[config.mk]
export PLATFORM = sky130hd
export DESIGN_NAME = traffic_sensor_msg_handler
export DESIGN_NICKNAME = d
export VERILOG_FILES = /design/src/core/tsm_pkg.sv /design/src/core/frame_rx.sv /design/src/core/frame_tx.sv /design/src/core/traffic_sensor_msg_handler.sv
export SDC_FILE = /design/constraint.sdc
export NUM_CORES = 2
export LEC_CHECK = 0
export ABC_AREA = 1
export ABC_CLOCK_PERIOD_IN_PS = 3500
export BUFFER_PORTS_ARGS = -buffer_cell sky130_fd_sc_hd__buf_2
export CAP_MARGIN = 30
export CORE_MARGIN = 2
export CORE_UTILIZATION = 63
export DETAILED_ROUTE_END_ITERATION = 16
export MAX_ROUTING_LAYER = met4
export PLACE_DENSITY = 0.8
export SLEW_MARGIN = 15
export SYNTH_ARGS = -nofsm -noshare
export SYNTH_HDL_FRONTEND = slang
export SYNTH_SLANG_ARGS = --single-unit
[constraint.sdc]
create_clock -name clk -period 3.5 [get_ports clk]
set_clock_uncertainty 0.15 [all_clocks]
set_input_delay 0.7 -clock clk [delete_from_list [all_inputs] [get_ports clk]]
set_output_delay 0.7 -clock clk [all_outputs]
set_load 0.02 [all_outputs]
[src/core/tsm_pkg.sv]
/*
 Shared constants and types for the sensor message handler: message and
 command identifiers, frame bytes, message lengths, register offsets,
 field positions, reset values and the message kind enumeration.
 Assumes nothing of its surroundings.
*/
package tsm_pkg;
   localparam logic [7:0] MID_EOV2     = 8'h04;
   localparam logic [7:0] MID_ACK      = 8'h08;
   localparam logic [7:0] MID_TDO      = 8'h09;
   localparam logic [7:0] MID_STR      = 8'h07;
   localparam logic [7:0] CMD_RESET    = 8'h10;
   localparam logic [7:0] CMD_TDO      = 8'h11;
   localparam logic [7:0] CMD_SELFTEST = 8'h07;
   localparam logic [7:0] SYNC_SECOND  = 8'h5a;
   localparam logic [7:0] SYNC_FIRST_RST = 8'haa;
   localparam logic [7:0] LEN_ACK      = 8'h01;
   localparam logic [7:0] LEN_EOV      = 8'h02;
   localparam logic [7:0] LEN_STR      = 8'h03;
   localparam logic [7:0] LEN_TDO      = 8'h79;
   localparam logic [6:0] SCAN_SEG     = 7'h1e;
   localparam logic [6:0] SCAN_TOTAL   = 7'h78;
   localparam logic [7:0] INT_MAX      = 8'h7f;
   localparam int         FAULT_W      = 12;
   localparam int         FB_PROG_IMAGE_CHECK = 0;
   localparam int         FB_PARAM_IMAGE      = 1;
   localparam int         FB_INT_RAM          = 2;
   localparam int         FB_EXT_RAM          = 3;
   localparam int         FB_MOTOR            = 4;
   localparam int         FB_SUPPLY_5V        = 5;
   localparam int         FB_PHOTODIODE_TEMP  = 6;
   localparam int         FB_AIR_TEMP         = 7;
   localparam int         FB_CALIBRATION      = 8;
   localparam int         FB_THRESHOLD        = 9;
   localparam int         FB_HIGH_VOLTAGE     = 10;
   localparam int         FB_MIN_RANGE_WARNING = 11;
   localparam logic [7:0] OFF_CTRL     = 8'h00;
   localparam logic [7:0] OFF_STATUS   = 8'h04;
   localparam logic [7:0] OFF_INTSTAT  = 8'h08;
   localparam logic [7:0] OFF_INTEN    = 8'h0c;
   localparam logic [7:0] OFF_INTCLR   = 8'h10;
   localparam int         NUM_EV       = 4;
   localparam int         EV_CMD       = 0;
   localparam int         EV_DROP      = 1;
   localparam int         EV_STR       = 2;
   localparam int         EV_EOV       = 3;
   localparam logic       CTRL_EN_RST  = 1'b1;
   localparam logic [1:0] RESP_OKAY    = 2'h0;
   localparam logic [1:0] RESP_SLVERR  = 2'h2;
   typedef enum logic [1:0] {K_ACK, K_EOV, K_STR, K_TDO} msg_t;
   typedef enum logic [2:0] {F_IDLE, F_SYNC1, F_SYNC2, F_BODY, F_CSUM} fstate_t;
endpackage : tsm_pkg

[src/core/frame_rx.sv]
/*
 Receive framer: hunts for the two sync bytes, takes one command byte and
 checks the checksum byte, then pulses either a good command or a drop.
 Assumes byte strobes arrive from a receiver on the same clock.
*/
`timescale 1ns/1ps
`default_nettype none
module frame_rx import tsm_pkg::*; (
   input  wire logic       clk,
   input  wire logic       nrst,
   input  wire logic [7:0] syncFirst,
   input  wire logic       rxValid,
   input  wire logic [7:0] rxData,
   output logic            cmdValid,
   output logic [7:0]      cmdId,
   output logic            badFrame
);
   typedef struct packed {
      fstate_t    st;
      logic [7:0] id;
      logic       ok;
      logic       bad;
   } rx_t;
   rx_t q, d;
   always_comb begin
      d = q;
      d.ok = 1'b0;
      d.bad = 1'b0;
      if (rxValid) begin
         unique case (q.st)
            F_IDLE:  if (rxData == syncFirst) d.st = F_SYNC2;
            F_SYNC2: if (rxData == SYNC_SECOND) d.st = F_BODY;
                     else if (rxData != syncFirst) d.st = F_IDLE;
            F_BODY: begin
               d.id = rxData;
               d.st = F_CSUM;
            end
            default: begin
               d.ok = (rxData == q.id);
               d.bad = (rxData != q.id);
               d.st = F_IDLE;
            end
         endcase
      end
   end
   always_ff @(posedge clk or negedge nrst) begin
      if (!nrst) q <= '{st: F_IDLE, default: '0};
      else q <= d;
   end
   assign cmdValid = q.ok;
   assign cmdId = q.id;
   assign badFrame = q.bad;
endmodule : frame_rx
`default_nettype wire

[src/core/frame_tx.sv]
/*
 Transmit framer: sends two sync bytes, the message bytes fetched by index,
 then the exclusive-OR of the message bytes, under valid/ready flow control.
 Assumes msgByte follows msgIdx combinationally and stays put for a frame.
*/
`timescale 1ns/1ps
`default_nettype none
module frame_tx import tsm_pkg::*; (
   input  wire logic       clk,
   input  wire logic       nrst,
   input  wire logic [7:0] syncFirst,
   input  wire logic       start,
   input  wire logic [7:0] msgLen,
   input  wire logic [7:0] msgByte,
   output logic [7:0]      msgIdx,
   output logic            done,
   output logic            txValid,
   output logic [7:0]      txData,
   input  wire logic       txReady
);
   typedef struct packed {
      fstate_t    st;
      logic [7:0] idx;
      logic [7:0] sum;
      logic [7:0] dat;
      logic       done;
   } tx_t;
   tx_t q, d;
   always_comb begin
      d = q;
      d.done = 1'b0;
      if (q.st == F_IDLE) begin
         if (start) begin
            d.st = F_SYNC1;
            d.dat = syncFirst;
            d.idx = 8'h00;
         end
      end else if (txReady) begin
         unique case (q.st)
            F_SYNC1: begin
               d.st = F_SYNC2;
               d.dat = SYNC_SECOND;
            end
            F_SYNC2: begin
               d.st = F_BODY;
               d.dat = msgByte;
               d.sum = msgByte;
               d.idx = 8'h01;
            end
            F_BODY: if (q.idx == msgLen) begin
               d.st = F_CSUM;
               d.dat = q.sum;
            end else begin
               d.dat = msgByte;
               d.sum = q.sum ^ msgByte;
               d.idx = q.idx + 8'h01;
            end
            default: begin
               d.st = F_IDLE;
               d.done = 1'b1;
            end
         endcase
      end
   end
   always_ff @(posedge clk or negedge nrst) begin
      if (!nrst) q <= '{st: F_IDLE, default: '0};
      else q <= d;
   end
   assign msgIdx = q.idx;
   assign done = q.done;
   assign txValid = (q.st != F_IDLE);
   assign txData = q.dat;
endmodule : frame_tx
`default_nettype wire

[src/core/traffic_sensor_msg_handler.sv]
/*
 Message handler top: decodes commands from the receive framer, keeps the
 scan table and pending replies, builds each outgoing message and offers
 control, status and interrupt registers over AXI4-Lite.
 Assumes byte links, scan writes and fault reports on the same clock.
*/
`timescale 1ns/1ps
`default_nettype none
module traffic_sensor_msg_handler import tsm_pkg::*; (
   input  wire logic               clk,
   input  wire logic               nrst,
   input  wire logic [7:0]         awaddr,
   input  wire logic               awvalid,
   output logic                    awready,
   input  wire logic [31:0]        wdata,
   input  wire logic [3:0]         wstrb,
   input  wire logic               wvalid,
   output logic                    wready,
   output logic [1:0]              bresp,
   output logic                    bvalid,
   input  wire logic               bready,
   input  wire logic [7:0]         araddr,
   input  wire logic               arvalid,
   output logic                    arready,
   output logic [31:0]             rdata,
   output logic [1:0]              rresp,
   output logic                    rvalid,
   input  wire logic               rready,
   input  wire logic               rxValid,
   input  wire logic [7:0]         rxData,
   output logic                    txValid,
   output logic [7:0]              txData,
   input  wire logic               txReady,
   input  wire logic               eovDone,
   input  wire logic [7:0]         vehicleId,
   input  wire logic               faultValid,
   input  wire logic [FAULT_W-1:0] faultBits,
   output logic                    selfTestStart,
   output logic                    devResetReq,
   input  wire logic               scanWe,
   input  wire logic [6:0]         scanAddr,
   input  wire logic [7:0]         scanWdata,
   output logic                    irq
);
   typedef struct packed {
      logic [119:0][7:0]  scan;
      logic               ctrlEn;
      logic [7:0]         syncFirst;
      logic [NUM_EV-1:0]  intEn;
      logic [NUM_EV-1:0]  intStat;
      logic               awHave;
      logic [7:0]         awAddr;
      logic               wHave;
      logic [31:0]        wDat;
      logic [3:0]         wStb;
      logic               bValid;
      logic [1:0]         bResp;
      logic               rValid;
      logic [31:0]        rDat;
      logic [1:0]         rResp;
      logic               ackPend;
      logic               tdoPend;
      logic               strPend;
      logic               eovPend;
      logic               stWait;
      logic [7:0]         eovVid;
      logic [FAULT_W-1:0] faults;
      msg_t               kind;
      logic               busy;
      logic               start;
      logic               devReset;
      logic               stStart;
   } state_t;
   state_t q, d;
   logic       cmdValid;
   logic       badFrame;
   logic [7:0] cmdId;
   logic [7:0] msgIdx;
   logic [7:0] msgByte;
   logic [7:0] msgLen;
   logic       txDone;
   logic [NUM_EV-1:0] ev;
   logic [NUM_EV-1:0] clr;
   logic [6:0] si;
   logic [31:0] wMerged;

   function automatic logic [31:0] laneMerge(input logic [31:0] old,
         input logic [31:0] nw, input logic [3:0] stb);
      logic [31:0] r;
      r = old;
      for (int i = 0; i < 4; i++) begin
         if (stb[i]) r[8*i +: 8] = nw[8*i +: 8];
      end
      return r;
   endfunction : laneMerge

   function automatic logic [31:0] ctrlWord(input state_t s);
      return {16'h0000, s.syncFirst, 7'h00, s.ctrlEn};
   endfunction : ctrlWord

   frame_rx u_rx (
      .clk      (clk),
      .nrst     (nrst),
      .syncFirst(q.syncFirst),
      .rxValid  (rxValid),
      .rxData   (rxData),
      .cmdValid (cmdValid),
      .cmdId    (cmdId),
      .badFrame (badFrame)
   );

   frame_tx u_tx (
      .clk      (clk),
      .nrst     (nrst),
      .syncFirst(q.syncFirst),
      .start    (q.start),
      .msgLen   (msgLen),
      .msgByte  (msgByte),
      .msgIdx   (msgIdx),
      .done     (txDone),
      .txValid  (txValid),
      .txData   (txData),
      .txReady  (txReady)
   );

   // Message content by kind and byte index.
   always_comb begin
      si = msgIdx[6:0] - 7'h01;
      unique case (q.kind)
         K_ACK: begin
            msgLen = LEN_ACK;
            msgByte = MID_ACK;
         end
         K_EOV: begin
            msgLen = LEN_EOV;
            msgByte = (msgIdx == 8'h00) ? MID_EOV2 : q.eovVid;
         end
         K_STR: begin
            msgLen = LEN_STR;
            unique case (msgIdx)
               8'h00:   msgByte = MID_STR;
               8'h01:   msgByte = q.faults[7:0];
               default: msgByte = {4'h0, q.faults[FAULT_W-1:8]};
            endcase
         end
         default: begin
            msgLen = LEN_TDO;
            msgByte = (msgIdx == 8'h00) ? MID_TDO : q.scan[si];
         end
      endcase
   end

   always_comb begin
      d = q;
      d.start = 1'b0;
      d.devReset = 1'b0;
      d.stStart = 1'b0;
      ev = '0;
      clr = '0;
      wMerged = 32'h0;
      // Register writes complete once address and data have both arrived.
      if (awvalid && awready) begin
         d.awHave = 1'b1;
         d.awAddr = awaddr;
      end
      if (wvalid && wready) begin
         d.wHave = 1'b1;
         d.wDat = wdata;
         d.wStb = wstrb;
      end
      if (q.bValid && bready) d.bValid = 1'b0;
      if (q.awHave && q.wHave && !q.bValid) begin
         d.awHave = 1'b0;
         d.wHave = 1'b0;
         d.bValid = 1'b1;
         d.bResp = RESP_OKAY;
         unique case ({q.awAddr[7:2], 2'b00})
            OFF_CTRL: begin
               wMerged = laneMerge(ctrlWord(q), q.wDat, q.wStb);
               d.ctrlEn = wMerged[0];
               d.syncFirst = wMerged[15:8];
            end
            OFF_INTEN: begin
               wMerged = laneMerge({28'h0, q.intEn}, q.wDat, q.wStb);
               d.intEn = wMerged[NUM_EV-1:0];
            end
            OFF_INTCLR: begin
               wMerged = laneMerge(32'h0, q.wDat, q.wStb);
               clr = wMerged[NUM_EV-1:0];
            end
            OFF_STATUS, OFF_INTSTAT: d.bResp = RESP_OKAY;
            default: d.bResp = RESP_SLVERR;
         endcase
      end
      if (q.rValid && rready) d.rValid = 1'b0;
      if (arvalid && arready) begin
         d.rValid = 1'b1;
         d.rResp = RESP_OKAY;
         unique case ({araddr[7:2], 2'b00})
            OFF_CTRL:    d.rDat = ctrlWord(q);
            OFF_STATUS:  d.rDat = {4'h0, q.faults, q.eovVid, 7'h00, q.busy};
            OFF_INTSTAT: d.rDat = {28'h0, q.intStat};
            OFF_INTEN:   d.rDat = {28'h0, q.intEn};
            OFF_INTCLR:  d.rDat = 32'h0;
            default: begin
               d.rDat = 32'h0;
               d.rResp = RESP_SLVERR;
            end
         endcase
      end
      // Sender picks one pending message at a time; new events are
      // applied afterwards so that a set in the same cycle wins.
      if (!q.busy) begin
         if (q.eovPend) begin
            d.kind = K_EOV;
            d.eovPend = 1'b0;
            d.busy = 1'b1;
         end else if (q.strPend) begin
            d.kind = K_STR;
            d.strPend = 1'b0;
            d.busy = 1'b1;
         end else if (q.ackPend) begin
            d.kind = K_ACK;
            d.ackPend = 1'b0;
            d.busy = 1'b1;
         end else if (q.tdoPend) begin
            d.kind = K_TDO;
            d.tdoPend = 1'b0;
            d.busy = 1'b1;
         end
         d.start = d.busy;
      end else if (txDone) begin
         d.busy = 1'b0;
         ev[EV_STR] = (q.kind == K_STR);
         ev[EV_EOV] = (q.kind == K_EOV);
      end
      if (cmdValid && q.ctrlEn) begin
         ev[EV_CMD] = 1'b1;
         unique case (cmdId)
            CMD_RESET: begin
               d.devReset = 1'b1;
               d.ackPend = 1'b1;
            end
            CMD_TDO: d.tdoPend = 1'b1;
            CMD_SELFTEST: begin
               d.stStart = 1'b1;
               d.stWait = 1'b1;
            end
            default: begin
               ev[EV_CMD] = 1'b0;
               ev[EV_DROP] = 1'b1;
            end
         endcase
      end
      if (badFrame || (cmdValid && !q.ctrlEn)) ev[EV_DROP] = 1'b1;
      if (eovDone) begin
         d.eovPend = 1'b1;
         d.eovVid = vehicleId;
      end
      if (faultValid) begin
         d.faults = faultBits;
         d.stWait = 1'b0;
         if (q.stWait || (|faultBits)) d.strPend = 1'b1;
      end
      if (scanWe && (scanAddr < SCAN_TOTAL)) begin
         if (((scanAddr / SCAN_SEG) % 7'h02 == 7'h01) && scanWdata[7])
            d.scan[scanAddr] = INT_MAX;
         else
            d.scan[scanAddr] = scanWdata;
      end
      d.intStat = (q.intStat & ~clr) | ev;
   end

   always_ff @(posedge clk or negedge nrst) begin
      if (!nrst) q <= '{ctrlEn: CTRL_EN_RST, syncFirst: SYNC_FIRST_RST,
                        kind: K_ACK, default: '0};
      else q <= d;
   end

   assign awready = !q.awHave;
   assign wready = !q.wHave;
   assign bvalid = q.bValid;
   assign bresp = q.bResp;
   assign arready = !q.rValid;
   assign rvalid = q.rValid;
   assign rdata = q.rDat;
   assign rresp = q.rResp;
   assign selfTestStart = q.stStart;
   assign devResetReq = q.devReset;
   assign irq = |(q.intStat & q.intEn);
endmodule : traffic_sensor_msg_handler
`default_nettype wire

* Word-level counts from Yosys, hierarchy flattened
Cells that the tools add are included.
Operators by class: bitwise gates (word level) 10, add/subtract/negate cells 2, muxes and demuxes 72, reductions and logical operators 55, order comparisons 4, equality and inequality tests 32, divide/modulo/power cells 1
Operator list (count):
- 960-bit bitwise mux | 1
- 960-bit 2-to-1 mux | 1
- 840-bit OR | 1
- 120-bit AND | 1
- 120-bit inverter | 1
- 28-bit case mux with 4 select lines | 1
- 8-bit binary-select mux with 7-bit select | 1
- 8-bit demux with 7-bit select | 1
- 8-bit 2-to-1 mux | 7
- 8-bit case mux with 3 select lines | 2
- 37-bit 2-to-1 mux | 1
- 35-bit 2-to-1 mux | 1
- 16-bit case mux with 2 select lines | 1
- 3-bit 2-to-1 mux | 10
- 28-bit 2-to-1 mux | 1
- 6-bit by 2-bit equality test with 1-bit output (second input constant) | 4
- 11-bit 2-to-1 mux | 2
- 2-bit 2-to-1 mux | 11
- 1-bit 2-to-1 mux | 21
- 7-bit case mux with 3 select lines | 1
- 3-bit case mux with 3 select lines | 2
- 3-bit AND reduction | 6
- 8-bit by 5-bit equality test with 1-bit output (second input constant) | 2
- 8-bit equality test | 2
- other kinds (46) | 94
Word-level totals: word-level logic and storage cells 331, register bits 1133, input bits 107

* Longest topological paths before layout
depth after elaboration 10, mapped depth 24, gate-level depth less buffers 19

* By module
Synthesis repeated with hierarchy kept, for this count alone.
Unflattened totals: cell total of the unflattened synthesis 6792, area total of the unflattened synthesis 54086.9 sq um
By module, submodules not included:
- traffic_sensor_msg_handler | cells an instance 6402, sequential area each 26481.6 sq um, instances 1, area an instance 51267.9 sq um
- frame_tx | cells an instance 271, sequential area each 700.7 sq um, instances 1, area an instance 1931.9 sq um
- frame_rx | cells an instance 119, sequential area each 325.3 sq um, instances 1, area an instance 887.1 sq um

* Worst setup path after synthesis
Ideal clock, no wire load.
kind flip-flop to flip-flop, from reg u_tx.q, in the netlist u_tx.msgIdx[0], to reg u_tx.q[12] (netlist bit), arrival time 2.661 ns, buffers on the path 7, stages on the path, launching flop included 22, slack 0.570 ns, setup time 0.118 ns, data required time 3.232 ns, cell sequence dfrtp_1 buf_4 inv_4 buf_6 buf_6 buf_2 ha_1 inv_1 buf_2 buf_2 buf_2 nand3_1 nand3_1 nand3_1 nand2_1 nand2_1 a21oi_1 nand2_1 nand3_1 nand3_1 xnor2_1 inv_1
Between the ends: cells in the longest elaborated chain, start to end 8, elaborated cells on any way between the ends 15, those cells by class 1 x add/sub; 3 x eq/ne; 8 x mux; 1 x bitwise; 2 x reduce/logical
RTL lines:
- start, declared | RTL line frame_tx.sv:28 | tx_t q, d;
- start signal, assigned | RTL line frame_tx.sv:66 | if (!nrst) q <= '{st: F_IDLE, default: '0};
- start signal, assigned | RTL line frame_tx.sv:67 | else q <= d;
- 7-bit by 1-bit subtractor with 7-bit output | RTL line traffic_sensor_msg_handler.sv:128 | si = msgIdx[6:0] - 7'h01;
- 8-bit binary-select mux with 7-bit select | RTL line traffic_sensor_msg_handler.sv:148 | msgByte = (msgIdx == 8'h00) ? MID_TDO : q.scan[si];
- 8-bit 2-to-1 mux (implied by the code) | RTL line traffic_sensor_msg_handler.sv:148
- 8-bit 2-to-1 mux | RTL line traffic_sensor_msg_handler.sv:148
- 8-bit case mux with 3 select lines | RTL line traffic_sensor_msg_handler.sv:129 | unique case (q.kind)
- 8-bit bitwise XOR | RTL line frame_tx.sv:55 | d.sum = q.sum ^ msgByte;
- 16-bit 2-to-1 mux | RTL line frame_tx.sv:50 | F_BODY: if (q.idx == msgLen) begin
- 16-bit case mux with 2 select lines | RTL line frame_tx.sv:39 | unique case (q.st)
Parallel ways exist; a longest one is shown, timed or not. The select of a mux whose other input is x is not followed. A chain may end at the register's enable or synchronous reset.

* Worst setup path after layout
from reg u_tx.q, in the netlist u_tx.msgIdx[0], to reg u_tx.q, in the netlist u_tx.txData[1]
Between the ends: cells in the longest elaborated chain, start to end 9, elaborated cells on any way between the ends 14, those cells by class 1 x add/sub; 2 x eq/ne; 10 x mux; 1 x reduce/logical
RTL lines:
- 7-bit by 1-bit subtractor with 7-bit output | RTL line traffic_sensor_msg_handler.sv:128
- 8-bit binary-select mux with 7-bit select | RTL line traffic_sensor_msg_handler.sv:148
- 8-bit 2-to-1 mux (implied by the code) | RTL line traffic_sensor_msg_handler.sv:148
- 8-bit 2-to-1 mux | RTL line traffic_sensor_msg_handler.sv:148
- 8-bit case mux with 3 select lines | RTL line traffic_sensor_msg_handler.sv:129
- 8-bit 2-to-1 mux | RTL line frame_tx.sv:50
- 8-bit case mux with 3 select lines (*) | RTL line frame_tx.sv:39
- 28-bit 2-to-1 mux (*) | RTL line frame_tx.sv:38 | end else if (txReady) begin
- 8-bit 2-to-1 mux (*) | RTL line frame_tx.sv:32 | if (q.st == F_IDLE) begin
Mark *: on every way between the ends. The rest lies on a longest branch, timed or not. The select of a mux whose other input is x is not followed.

==> parameters.txt <==
Parameter                              Value

Status
  Run status    complete, no violations

Worst setup path
  R2r startpoint    u_tx.msgIdx[0]$_DFFE_PN0P_
  CP max-delay cell    dfrtp_4
  Required time worst endpoint    3.95 ns
  Start-to-end type of the worst setup path    flip-flop to flip-flop
  Most frequent CP cell    nand2_1
  Category of cells accounting for the largest share of critical-path delay    simple AND/OR/NAND/NOR gates
  Arrival @ worst endpoint    3.93 ns
  Worst flop-to-flop path endpoint    u_tx.txData[1]$_DFFE_PN0P_
  Worst Reg2Reg Path Length in Cells    16
  Sum of buffers and inverters on the critical path    2
  Startpoint types    flip-flop
  R2R setup slack    0.02 ns
  Largest stage delay, worst path    0.49 ns
  Crit-path max FO    201
  Instance count on the critical path    16
  Series of cell instances along the critical path    buf_12 > buf_12 > nand2_1 > nand3_1 > nand3_1 > nand3_1 > nand3_1 > nand3_1 > nand2_1 > nand2_1 > nand3_1 > nand2_1 > nand2_1 > nand2_1 > nand2_1 > a21oi_1
  CP endpoint kind    flip-flop

Die
  Die span in y    292 µm
  I/O pin cnt    160
  Area of the core region    0.0820 mm²
  Die Span X    292 µm
  Area of the die    0.0851 mm²
  Placement Rows    105
  Starting Density    63.6%

Logic synthesis
  Largest family of logic cells by synthesized area    simple AND/OR/NAND/NOR gates
  XOR/XNOR Fraction of Synth Area    0.350%
  Commonest register cell after synthesis    dfrtp_1
  Proportion of synthesized flip-flops having asynchronous set or reset    100%
  Fraction of synthesized cell area taken by the top area cell type    52.5%
  Area of the mapped netlist    0.0521 mm²
  Post-synthesis cell type with the largest combined area    dfrtp_1
  Top area cells in the synthesized netlist    dfrtp_1, nand2_1, nand3_1
  Adder-cell share of the synthesized area    0.168%
  Area fraction in compound gates after synthesis    8.68%
  Number of flops mapped to enable cells by yosys    0
  Sequential share of the synthesized area    52.8%
  Number of unique standard cell types used by synthesis    44
  Number of synthesis warnings    0
  Gate count after technology mapping    6242
  Number of synthesized register bits    1099
  Mux contribution to synthesized area    6.33%
  Synth Area in Simple Gates    24.1%
  Average footprint of a synthesized cell    8.35 µm²

Job
  Number of max-cap violations    0

Timing
  Accumulated negative setup slack    0 ns
  RSZ-0062 raised after global routing    no
  Final critical-path required period    3.48 ns
  Count of endpoints failing setup in the final report    0
  Fin. Hold Viols    0
  Slew Limit Fails    0
  FMAX    288 MHz
  Max_slew headroom    15.7%
  Worst-margin pin slew    1.26 ns
  Final period util    99.3%

Global routing
  Largest net degree at the start of global routing    202
  Global router's overall resource usage    34.6%
  Vias in the first global route    42400
  Initial antenna violation count    2
  Leftover overflow at the end of global routing    0
  First-pass GRT wire length    229000 µm

CTS
  Register clock-pin slew on the reported worst setup and hold paths    0.06 ns
  Root Buffer Master    clkbuf_16
  TritonCTS Buffers    111
  Source-to-sink clock delay at the later pin of the worst-skew pair    0.69 ns
  CTS tree    done
  Number of sinks driven by the clock tree    1099
  CTS Buffer Depth    3
  Total number of H-tree levels    3

Drt
  Via Count    43800
  Remaining design rule violation count    0
  Met2 routed wirelength    66600 µm
  Metal3 WL    11900 µm
  Routed wirelength normalized by instance count    19.4 µm
  Highest metal layer with signal wires    met4
  1st-pass router iterations    8
  Antenna-violating nets left    0
  Post-detailed-routing wire length    143000 µm
  Detailed Route Iter0 Violations    5078
  Via density per instance    5.94
  Met1 Wirelength    57700 µm

Hold path
  Hold Crit Class    input pin to flip-flop
  Hold depth    2
  Hold Path Sink    bvalid$_DFFE_PN0P_
  Hold path startpoint    bready

Finish
  Share of post-route cells with drive strength above 1    12.9%
  Net count reported at finish    6317
  Final Util    70.3%
  Top library cells by usage in the layout, fill and taps aside    nand2_1, dfrtp_1, nand3_1
  Most common cell after layout, fill and taps aside    nand2_1
  Area added between synthesis and finish    10.6%
  Total non-filler cell area in the finished layout    0.0577 mm²

Power
  Static power due to leakage    27.6 nW
  Final Total Pwr    39.5 mW
  Worst voltage drop across the vdd grid    0.727 mV
  Power density relative to cell area    685 mW/mm²

Placed design
  Final weighted congestion of routability-driven global placement    0.945
  Port bufs    123
  Post-detailed-placement cell area    0.0539 mm²
  Detailed placement HPWL    88700 µm
[cells in the mapped netlist, types with 14 or more instances]
cell type,number
nand2_1,1808
dfrtp_1,1094
nand3_1,822
o21ai_0,661
inv_1,457
nor2_1,332
mux2_2,293
clkbuf_1,189
buf_2,134
a21oi_1,98
o21ai_1,72
buf_4,65
buf_1,37
o211ai_1,25
nor2_2,16
nor3_1,16
buf_6,14
[what timing repair did]
action	CTS	global route
gates resized for setup	0	1
buffers inserted	0	1
hold buffers	1	0
endpoints found under the hold margin	37	0
setup endpoints to repair	0	2
[worst max-delay path by stage]
stage | start | end | slack (ns)
after floorplan | u_tx.msgIdx[0]$_DFFE_PN0P_ | u_tx.q[12]$_DFFE_PN0P_ | 0.57
after global placement | u_tx.msgIdx[0]$_DFFE_PN0P_ | u_tx.q[14]$_DFFE_PN0P_ | 0.30
after CTS | u_tx.msgIdx[0]$_DFFE_PN0P_ | u_tx.txData[1]$_DFFE_PN0P_ | 0.26
after detailed placement | u_tx.msgIdx[0]$_DFFE_PN0P_ | u_tx.txData[1]$_DFFE_PN0P_ | 0.29
after global routing | u_tx.msgIdx[0]$_DFFE_PN0P_ | u_tx.q[14]$_DFFE_PN0P_ | 0.06
final | u_tx.msgIdx[0]$_DFFE_PN0P_ | u_tx.txData[1]$_DFFE_PN0P_ | 0.02
[cell families (layout without fill, tap and decap cells)]
kind of cell | count (synthesis) | after routing
DFF | 1099 | 1099
muxes | 293 | 293
other | 1 | 12
xor gates and xnor gates | 20 | 20
and+or+nand+nor | 3026 | 3026
buffers and inverters | 914 | 956
AOI/OAI and AO/OA | 882 | 882
adders and majority gates | 7 | 7
[sequential cells by signal (all words and copies together) (netlist names)]
signal,cells
rdata,24
u_rx.cmdId,8
u_rx.q,3
selfTestStart,1
devResetReq,1
u_tx.q,11
u_tx.txData,8
rvalid,1
u_tx.done,1
u_rx.badFrame,1
q,1028
bvalid,1
u_rx.cmdValid,1
u_tx.msgIdx,8
bresp,1
rresp,1
[per-stage QoR]
step	setup WS [ns]	hold WS, ns	instances
floorplan	0.570	0.254	6251
global placement	0.304	0.299	7156
detailed placement	0.295	0.310	7157
CTS	0.259	0.0173	7361
global route	0.0551	0.0308	7365
finish	0.0248	0.0341	7365
[routing by layer]
layer | up-vias | global-route usage [%]
met5 | - | -
met4 | 0 | 15.6
met3 | 390 | 4.92
met2 | 2016 | 53.6
met1 | 21300 | 45.9
li1 | 20100 | -
[power by group]
part	internal, mW	switching (mW)	total [mW]
registers	14.3	0.846	15.1
logic	3.77	8.51	12.3
clock network	7.08	5.06	12.1
total	25.1	14.4	39.5
[layout make-up]
type / instances / area [µm²]
multi-input cells: 4238 / 20800
flip-flops and latches: 1099 / 27500
clock inverters: 47 / 513
diodes: 2 / 5.00
repair buffers: 278 / 2440
well taps: 1070 / 1340
fillers: 6162 / 24300
inverters: 475 / 1810
clock buffers: 156 / 3230
Power figures use the tool's default switching activity.
